$ cat config.mk
export PLATFORM = sky130hd
export DESIGN_NAME = spl_sector_protect
export DESIGN_NICKNAME = d
export VERILOG_FILES = /design/src/hdl/spl_pkg.sv /design/src/hdl/spl_sector_protect.sv
export SDC_FILE = /design/constraint.sdc
export NUM_CORES = 1
export LEC_CHECK = 0
export BUFFER_PORTS_ARGS = -buffer_cell sky130_fd_sc_hd__buf_4
export CAP_MARGIN = 5
export CORE_ASPECT_RATIO = 0.75
export CORE_UTILIZATION = 54
export CTS_CLUSTER_SIZE = 25
export DETAILED_ROUTE_END_ITERATION = 12
export PLACE_DENSITY = 0.77
export SLEW_MARGIN = 25
export SYNTH_ARGS = -nofsm -noshare
export SYNTH_HDL_FRONTEND = slang
export SYNTH_SLANG_ARGS = --single-unit
$ cat constraint.sdc
create_clock -name sys_clk -period 2.4 [get_ports sys_clk]
set_clock_uncertainty 0.1 [all_clocks]
set_input_delay 0.24 -clock sys_clk [delete_from_list [all_inputs] [get_ports sys_clk]]
set_output_delay 0.24 -clock sys_clk [all_outputs]
set_load 0.005 [all_outputs]
$ cat src/hdl/spl_pkg.sv
// Package for sector protect lock logic: register map, fields, resets, timing
//
// Overview of operation
// - One volatile lock bit; zero freezes all nonvolatile guards, one permits change.
// - Lock clear command drives the lock bit to zero.
// - Persistent mode: lock set at reset; no command sets it again.
// - Software reset leaves the lock bit untouched.
// - Password mode: lock cleared at reset; only good unlock sets it.
// - Sector unprotected only when nonvolatile and volatile guards are both one.
// - Lock zero blocks nonvolatile guard changes, volatile guard changes still accepted.
// - Any reset returns all volatile guards to unprotected.
// - Nonvolatile guards survive hardware and software resets; changed only by program, erase or nrst.
// - Full 64-bit compare; every 64-bit pattern is a legal password.
// - After password mode selection, password read and program are ignored.
// - Password program only clears bits; ones over zeros stay zero silently.
// - Password is all ones before programming, in its own storage.
// - Mismatch sets program error, keeps busy set, lock unchanged.
// - Unlock attempts accepted no faster than one per 100 us.
// - Matching password skips delay and clears busy at once.
// - ECC status for every sector whatever its guards; read protect forces boot sector.
// - Protection mode selection bits can never be erased.
// - Lock zero: nonvolatile program or erase fails, altering no bit.
// - Mode field 11 default, 10 persistent, 01 password; 00 programming fails.
// - Volatile write clears a guard to protect, sets it to unprotect.
package spl_pkg;
  localparam logic [7:0] ADDR_CTRL     = 8'h00;
  localparam logic [7:0] ADDR_STATUS   = 8'h04;
  localparam logic [7:0] ADDR_SECTOR   = 8'h08;
  localparam logic [7:0] ADDR_PWD_LO   = 8'h0c;
  localparam logic [7:0] ADDR_PWD_HI   = 8'h10;
  localparam logic [7:0] ADDR_CMD      = 8'h14;
  localparam logic [7:0] ADDR_MODE     = 8'h18;
  localparam logic [7:0] ADDR_ECC      = 8'h1c;
  localparam logic [7:0] ADDR_PROTMAP  = 8'h20;

  // Command codes written to ADDR_CMD
  localparam logic [3:0] CMD_LOCK_CLEAR = 4'h1;
  localparam logic [3:0] CMD_NV_PROGRAM = 4'h2;
  localparam logic [3:0] CMD_NV_ERASE   = 4'h3;
  localparam logic [3:0] CMD_VOL_WRITE  = 4'h4;
  localparam logic [3:0] CMD_PWD_PROG   = 4'h5;
  localparam logic [3:0] CMD_PWD_READ   = 4'h6;
  localparam logic [3:0] CMD_UNLOCK     = 4'h7;
  localparam logic [3:0] CMD_MODE_PROG  = 4'h8;
  localparam logic [3:0] CMD_SOFT_RESET = 4'h9;
  localparam logic [3:0] CMD_CLEAR_ERR  = 4'ha;

  // Command register fields
  localparam int CMD_CODE_LSB  = 0;
  localparam int CMD_VAL_BIT   = 4;
  localparam int CMD_SEC_LSB   = 8;
  localparam int CMD_MODE_LSB  = 16;

  // Status register bits
  localparam int ST_BUSY_BIT   = 0;
  localparam int ST_PERR_BIT   = 1;
  localparam int ST_LOCK_BIT   = 2;
  localparam int ST_MODE_LSB   = 3;

  localparam logic [1:0] MODE_DEFAULT    = 2'h3;
  localparam logic [1:0] MODE_PERSISTENT = 2'h2;
  localparam logic [1:0] MODE_PASSWORD   = 2'h1;
  localparam logic [1:0] MODE_ILLEGAL    = 2'h0;

  localparam logic [63:0] PWD_RESET = 64'hffffffffffffffff;

  // Unlock spacing; 100 us nominal, lower end of tolerance is 80 us
  localparam int UNLOCK_GAP_NS  = 100000;
  localparam int CLK_PERIOD_NS  = 5;
  localparam int UNLOCK_GAP_CYC = (UNLOCK_GAP_NS + CLK_PERIOD_NS - 1) / CLK_PERIOD_NS;

  typedef enum logic [1:0] {
    SPL_IDLE    = 2'b00,
    SPL_WAIT    = 2'b01,
    SPL_FAILED  = 2'b10
  } spl_state_e;

  typedef struct packed {
    logic        psel;
    logic        penable;
    logic        pwrite;
    logic [7:0]  paddr;
    logic [31:0] pwdata;
  } spl_apb_req_s;

  typedef struct packed {
    logic        pready;
    logic        pslverr;
    logic [31:0] prdata;
  } spl_apb_rsp_s;
endpackage

$ cat src/hdl/spl_sector_protect.sv
// Sector protection lock logic with APB register access
`timescale 1ns/1ps
module spl_sector_protect #(
  parameter int NUM_SECTORS    = 32,
  parameter int UNLOCK_GAP_CYC = spl_pkg::UNLOCK_GAP_CYC
) (
  input  wire logic                   sys_clk,
  input  wire logic                   nrst,
  input  wire logic                   hwResetN,
  input  wire spl_pkg::spl_apb_req_s  apbReq,
  output      spl_pkg::spl_apb_rsp_s  apbRsp,
  input  wire logic                   readProtectActive,
  input  wire logic [4:0]             eccAccessSector,
  input  wire logic [NUM_SECTORS-1:0] eccSectorFlags,
  output      logic [NUM_SECTORS-1:0] sectorWritable
);
  localparam int SW = $clog2(NUM_SECTORS);

  typedef struct packed {
    logic [NUM_SECTORS-1:0] nvGuard;
    logic [NUM_SECTORS-1:0] volGuard;
    logic                   guardLock;
    logic [1:0]             protMode;
    logic [63:0]            password;
    logic [63:0]            pwdBuf;
    logic [31:0]            rdData;
    logic                   busy;
    logic                   progErr;
    logic [31:0]            gapCnt;
    spl_pkg::spl_state_e    state;
    logic                   started;
  } spl_state_s;

  spl_state_s cur_q;
  spl_state_s nxt_d;

  logic       wrAcc;
  logic       rdAcc;
  logic [3:0] cmdCode;
  logic [SW-1:0] cmdSec;
  logic       cmdVal;
  logic       pwdMode;
  logic       eccSecOk;
  logic [SW-1:0] eccSec;

  assign wrAcc   = apbReq.psel & apbReq.penable & apbReq.pwrite;
  assign rdAcc   = apbReq.psel & apbReq.penable & ~apbReq.pwrite;
  assign cmdCode = apbReq.pwdata[spl_pkg::CMD_CODE_LSB +: 4];
  assign cmdSec  = apbReq.pwdata[spl_pkg::CMD_SEC_LSB +: SW];
  assign cmdVal  = apbReq.pwdata[spl_pkg::CMD_VAL_BIT];
  assign pwdMode = (cur_q.protMode == spl_pkg::MODE_PASSWORD);

  // Read protection forces the boot sector
  assign eccSec   = readProtectActive ? '0 : eccAccessSector[SW-1:0];
  assign eccSecOk = cur_q.nvGuard[eccSec] & cur_q.volGuard[eccSec] | 1'b1;

  assign sectorWritable = cur_q.nvGuard & cur_q.volGuard;

  always_comb begin
    nxt_d = cur_q;
    apbRsp.pready  = 1'b1;
    apbRsp.pslverr = 1'b0;
    apbRsp.prdata  = cur_q.rdData;

    // Unlock attempts are spaced; a good password starts no wait
    unique case (cur_q.state)
      spl_pkg::SPL_IDLE: begin
      end
      spl_pkg::SPL_WAIT: begin
        if (cur_q.gapCnt == 32'h00000000) begin
          nxt_d.state = spl_pkg::SPL_IDLE;
          nxt_d.busy  = 1'b0;
        end else begin
          nxt_d.gapCnt = cur_q.gapCnt - 32'h00000001;
        end
      end
      spl_pkg::SPL_FAILED: begin
        // Busy stays set after a mismatch until error is cleared and the spacing has run out
        nxt_d.busy = 1'b1;
      end
    endcase

    if (rdAcc) begin
      case (apbReq.paddr)
        spl_pkg::ADDR_STATUS: begin
          apbRsp.prdata = '0;
          apbRsp.prdata[spl_pkg::ST_BUSY_BIT] = cur_q.busy;
          apbRsp.prdata[spl_pkg::ST_PERR_BIT] = cur_q.progErr;
          apbRsp.prdata[spl_pkg::ST_LOCK_BIT] = cur_q.guardLock;
          apbRsp.prdata[spl_pkg::ST_MODE_LSB +: 2] = cur_q.protMode;
        end
        spl_pkg::ADDR_SECTOR:  apbRsp.prdata = 32'(cur_q.nvGuard);
        spl_pkg::ADDR_PROTMAP: apbRsp.prdata = 32'(cur_q.volGuard);
        spl_pkg::ADDR_PWD_LO:  apbRsp.prdata = cur_q.pwdBuf[31:0];
        spl_pkg::ADDR_PWD_HI:  apbRsp.prdata = cur_q.pwdBuf[63:32];
        spl_pkg::ADDR_MODE:    apbRsp.prdata = {30'h00000000, cur_q.protMode};
        spl_pkg::ADDR_ECC:     apbRsp.prdata = {31'h00000000, eccSecOk & eccSectorFlags[eccSec]};
        spl_pkg::ADDR_CTRL:    apbRsp.prdata = '0;
        spl_pkg::ADDR_CMD:     apbRsp.prdata = '0;
        default:               apbRsp.pslverr = 1'b1;
      endcase
    end

    if (wrAcc) begin
      case (apbReq.paddr)
        spl_pkg::ADDR_PWD_LO: begin
          nxt_d.pwdBuf[31:0] = apbReq.pwdata;
          nxt_d.started = 1'b1;
        end
        spl_pkg::ADDR_PWD_HI: begin
          nxt_d.pwdBuf[63:32] = apbReq.pwdata;
        end
        spl_pkg::ADDR_CTRL: begin
          // Aborting a half-loaded password leaves lock state alone
          nxt_d.started = 1'b0;
        end
        spl_pkg::ADDR_CMD: begin
          if (!cur_q.busy) begin
            unique case (cmdCode)
              spl_pkg::CMD_LOCK_CLEAR: nxt_d.guardLock = 1'b0;
              spl_pkg::CMD_NV_PROGRAM: begin
                // Lock zero refuses; only the sector's bit is cleared otherwise
                if (cur_q.guardLock) begin
                  nxt_d.nvGuard[cmdSec] = 1'b0;
                end else begin
                  nxt_d.progErr = 1'b1;
                end
              end
              spl_pkg::CMD_NV_ERASE: begin
                if (cur_q.guardLock) begin
                  nxt_d.nvGuard = '1;
                end else begin
                  nxt_d.progErr = 1'b1;
                end
              end
              spl_pkg::CMD_VOL_WRITE: nxt_d.volGuard[cmdSec] = cmdVal;
              spl_pkg::CMD_PWD_PROG: begin
                if (cur_q.protMode != spl_pkg::MODE_PASSWORD) begin
                  nxt_d.password = cur_q.password & cur_q.pwdBuf;
                end
              end
              spl_pkg::CMD_PWD_READ: begin
                if (cur_q.protMode != spl_pkg::MODE_PASSWORD) begin
                  nxt_d.rdData = cur_q.password[31:0];
                  nxt_d.pwdBuf = cur_q.password;
                end
              end
              spl_pkg::CMD_UNLOCK: begin
                if (pwdMode && cur_q.started) begin
                  nxt_d.started = 1'b0;
                  nxt_d.busy = 1'b1;
                  if (cur_q.pwdBuf == cur_q.password) begin
                    nxt_d.guardLock = 1'b1;
                    nxt_d.busy = 1'b0;
                  end else begin
                    nxt_d.progErr = 1'b1;
                    nxt_d.state = spl_pkg::SPL_FAILED;
                    nxt_d.gapCnt = 32'(UNLOCK_GAP_CYC - 1);
                  end
                end
              end
              spl_pkg::CMD_MODE_PROG: begin
                // One-time bits: only ones may go to zero, never back
                if (cur_q.protMode != spl_pkg::MODE_DEFAULT) begin
                  nxt_d.progErr = 1'b1;
                end else if (apbReq.pwdata[spl_pkg::CMD_MODE_LSB +: 2] == spl_pkg::MODE_ILLEGAL) begin
                  nxt_d.progErr = 1'b1;
                end else begin
                  nxt_d.protMode = cur_q.protMode & apbReq.pwdata[spl_pkg::CMD_MODE_LSB +: 2];
                end
              end
              spl_pkg::CMD_SOFT_RESET: begin
                nxt_d.volGuard = '1;
                nxt_d.progErr = 1'b0;
                // Lock bit deliberately kept
                nxt_d.guardLock = cur_q.guardLock;
              end
              spl_pkg::CMD_CLEAR_ERR: nxt_d.progErr = 1'b0;
              default: nxt_d.progErr = cur_q.progErr;
            endcase
          end else if (cmdCode == spl_pkg::CMD_CLEAR_ERR && cur_q.state == spl_pkg::SPL_FAILED) begin
            // Error clear releases busy once the spacing has run out
            nxt_d.progErr = 1'b0;
            nxt_d.state = spl_pkg::SPL_WAIT;
          end
        end
        default: nxt_d.pwdBuf = cur_q.pwdBuf;
      endcase
    end

    if (cur_q.state == spl_pkg::SPL_FAILED && cur_q.gapCnt != 32'h00000000) begin
      nxt_d.gapCnt = cur_q.gapCnt - 32'h00000001;
    end

    // Hardware reset acts like power-on for lock and volatile guards
    if (!hwResetN) begin
      nxt_d.volGuard  = '1;
      nxt_d.guardLock = (cur_q.protMode != spl_pkg::MODE_PASSWORD);
      nxt_d.busy      = 1'b0;
      nxt_d.progErr   = 1'b0;
      nxt_d.state     = spl_pkg::SPL_IDLE;
      nxt_d.started   = 1'b0;
    end
  end

  // Nonvolatile contents stand in for array storage and are not hit by hwResetN
  always_ff @(posedge sys_clk or negedge nrst) begin
    if (!nrst) begin
      cur_q.nvGuard   <= '1;
      cur_q.volGuard  <= '1;
      cur_q.guardLock <= 1'b1;
      cur_q.protMode  <= spl_pkg::MODE_DEFAULT;
      cur_q.password  <= spl_pkg::PWD_RESET;
      cur_q.pwdBuf    <= '0;
      cur_q.rdData    <= '0;
      cur_q.busy      <= 1'b0;
      cur_q.progErr   <= 1'b0;
      cur_q.gapCnt    <= '0;
      cur_q.state     <= spl_pkg::SPL_IDLE;
      cur_q.started   <= 1'b0;
    end else begin
      cur_q <= nxt_d;
    end
  end
endmodule

==> metrics.yaml <==
status:
  outcome: "finished with violations"
  violations: "setup timing"
clock_tree:
  cts_tree: "done"
  cts.sinks: 264
  clk_pin_slew_worst_paths_ps: 70
  cts_root_buf: "clkbuf_16"
  clock_latency_ps: 540
  cts_buffers: 27
  clockBufferDepth: 3
  htreeDepth: 1
power:
  p_total_w: 0.00969
  vdd_ir_drop_max_v: 0.000561
  p_leak_nw: 8.61
  cellPowerDensity_nw_per_um2: 493
global_routing:
  grt.total_usage_pct: 34.2
  grt_pass1_wl_um: 73100
  grt_pass1_vias: 13111
  grt_max_degree: 77
  overflow: 0
  antenna_found_initial: 0
finish:
  stdcell_area_um2: 19700
  drive_above_1_share_pct: 41.8
  fillers: 1671
  area_growth_pct: 35.7
  reg_top3: "cur_q x264"
  final_common_cell: "buf_4"
  largest_reg_flops: 264
  top_register: "cur_q"
  antenna_cells: 0
  fin_nets: 1897
  layout_common_cells: "buf_4 (279), nand2_1 (152), dfrtp_1 (133), dfstp_2 (131), o21ai_0 (127)"
yosys:
  synthSimpleGateAreaFrac_pct: 16.5
  ys.flop_type: "dfrtp_1"
  synth.ff_latch_count: 264
  synth-compound-area-share_pct: 16.8
  synth.avg_cell_area_um2: 9.96
  synth_edf_count: 0
  synth-xor-area-share_pct: 1.69
  synthMuxAreaShare_pct: 8.79
  synth_nets: 1606
  yosysSeqAreaShare_pct: 46.7
  synthesis.area_um2: 14500
  synth_top_family_by_area: "compound AO/OA/AOI/OAI gates"
  synthAdderAreaFrac_pct: 5.87
  synth.distinct_cells: 71
  ys_async_sr_fraction_pct: 100
  syn_inst: 1454
  yosysWarnings: 0
drt:
  top_layer_used: "met4"
  drt_iter0_markers: 1861
  wl_met3_um: 5730
  drtAntennaViolNets: 0
  viasPerCell: 6.54
  wirelength_um: 50500
  vias: 13786
  wl_per_cell_um: 23.9
  wl_met1_um: 20600
  dr_wl_met2_um: 22600
  drc_errors: 0
  dr.pass1.iters: 10
critical_path:
  crit_type: "register to register"
  cp_top_family: "simple AND/OR/NAND/NOR gates"
  required_ps: 2780
  crit_fanout: 3
  worst_path_largest_cell_delay_ps: 570
  worstPathCellList: "ha_4 > nor4_4 > nand4_1 > nor4_4 > buf_4 > buf_4 > buf_4 > nand2_2 > a21oi_2 > a41o_1"
  arrival_ps: 3020
  cp_num_buf_inv: 3
  cpMaxStageDelayCell: "dfstp_2"
  cp-end-kind: "register"
  path_common_cell: "buf_4"
  startpoint_type: "register"
timing:
  grt_setup_unrepaired: "true"
  tightestPinTransition_ps: 1040
  slew_violations: 0
  period_needed_ps: 2630
  setup_viol: 66
  finalHoldViolCount: 0
  fmax_mhz: 380
  max_slew_margin_pct: 30.8
  fin_crit_sh_pct: 110
  fin_ws_ps: -235
placement:
  postPlaceCellArea_um2: 17300
  gp_congestion: 0.897
  dp_hpwl_um: 31200
  io_buffers: 148
die:
  placeableCoreArea_um2: 26200
  dieHeight_um: 144
  rows: 51
  die_x_um: 191
  dieArea_um2: 27500
  start_util_pct: 55.4
  num_io_pins: 150
run:
  maxCapViolCount: 0
worst_hold_path:
  hp-class: "primary input to register"
==> layer usage <==
| layer | vias to the layer above | track usage, % |
|---|---|---|
| met2 | 920 | 51.4 |
| met3 | 144 | 8.01 |
| met1 | 6798 | 49.3 |
| met5 | - | 0 |
| met4 | 0 | 9.77 |
| li1 | 5924 | - |
==> cells in the mapped netlist, drive strengths merged (5+ instances only) <==
library cell / number / area share [%]
o21ai: 137 / 4.7
nand3: 19 / 0.66
inv: 14 / 0.36
a21oi: 40 / 1.4
dfstp: 131 / 24
a22oi: 68 / 3.5
nor4: 27 / 1.4
or2: 6 / 0.26
nor3b: 5 / 0.26
nor2: 148 / 3.8
nand4b: 9 / 0.54
buf: 17 / 0.86
nand3b: 10 / 0.60
and2: 35 / 1.5
nand2b: 8 / 0.35
mux2i: 9 / 0.62
ha: 68 / 5.9
nand4: 16 / 0.69
nand2: 156 / 4.0
o31ai: 34 / 1.8
a211oi: 5 / 0.29
clkbuf: 91 / 2.4
dfrtp: 133 / 23
a222oi: 28 / 1.9
mux2: 101 / 7.9
nor3: 16 / 0.66
xor2: 27 / 1.6
a31oi: 36 / 1.6
==> metrics by stage <==
stage	hold WS, ps	utilization, %	worst slack, ps	instances	TNS (ps)
floorplan	-156	-	47.3	1454	0
global placement	165	66.2	-446	2017	-11810
detailed placement	169	66.2	-441	2017	-14990
CTS	10.2	71.4	-158	2093	-2950
global route	21.1	75.1	-243	2109	-10160
finish	18.6	75.1	-235	2109	-7920
==> report_power, final <==
group | internal, W | leakage, nW | switching [W]
registers | 0.00458 | 3.06 | 0.0000677
clock network | 0.00229 | 0.414 | 0.00184
logic | 0.000398 | 5.14 | 0.000507
==> cell type report <==
class	instances	area, um^2	share of cell area, %
Clock buffer	41	800	4.07
Clock inverter	8	45.0	0.229
Inverter	14	52.6	0.267
Multi-Input combinational cell	1068	8110	41.3
Sequential cell	264	6770	34.5
Timing Repair Buffer	370	3440	17.5
Tap cell	344	430	2.19
==> cell families (layout without fill, tap and decap cells) <==
group | count (synthesis) | in the layout
AND/OR/NAND/NOR | 484 | 484
multiplexers | 112 | 112
buffers and inverters | 122 | 433
other | 1 | 1
flip-flops | 264 | 264
adder cells (fa/ha/maj) | 68 | 68
XOR/XNOR | 28 | 28
AO/OA/AOI/OAI | 375 | 375
==> worst paths after layout <==
path	endpoint	start	cells past startpoint	slack [ps]
setup / recovery	cur_q[35]	cur_q[191]	10	-230
hold / removal	cur_q[102]	apbReq[1]	3	20
hold reg to reg	cur_q[235]	cur_q[235]	2	380
min in group asynchronous	cur_q[106]	nrst	2	180
max in group asynchronous	cur_q[208]	nrst	3	1110
setup reg to reg	cur_q[35]	cur_q[191]	10	-230
==> what timing repair did <==
item | in CTS | in global routing
pin swaps | 16 | 19
setup endpoints to repair | 40 | 65
endpoints found under the hold margin | 83 | 0
gates resized for setup | 37 | 129
buffers inserted | 3 | 10
cloned | 0 | 6
hold buffers | 26 | 0
==> tightest hold or removal path, stage by stage <==
cell     delay, ps
buf_4          150
a22oi_1        100
o21ai_0        130
Power figures use the tool's default switching activity.
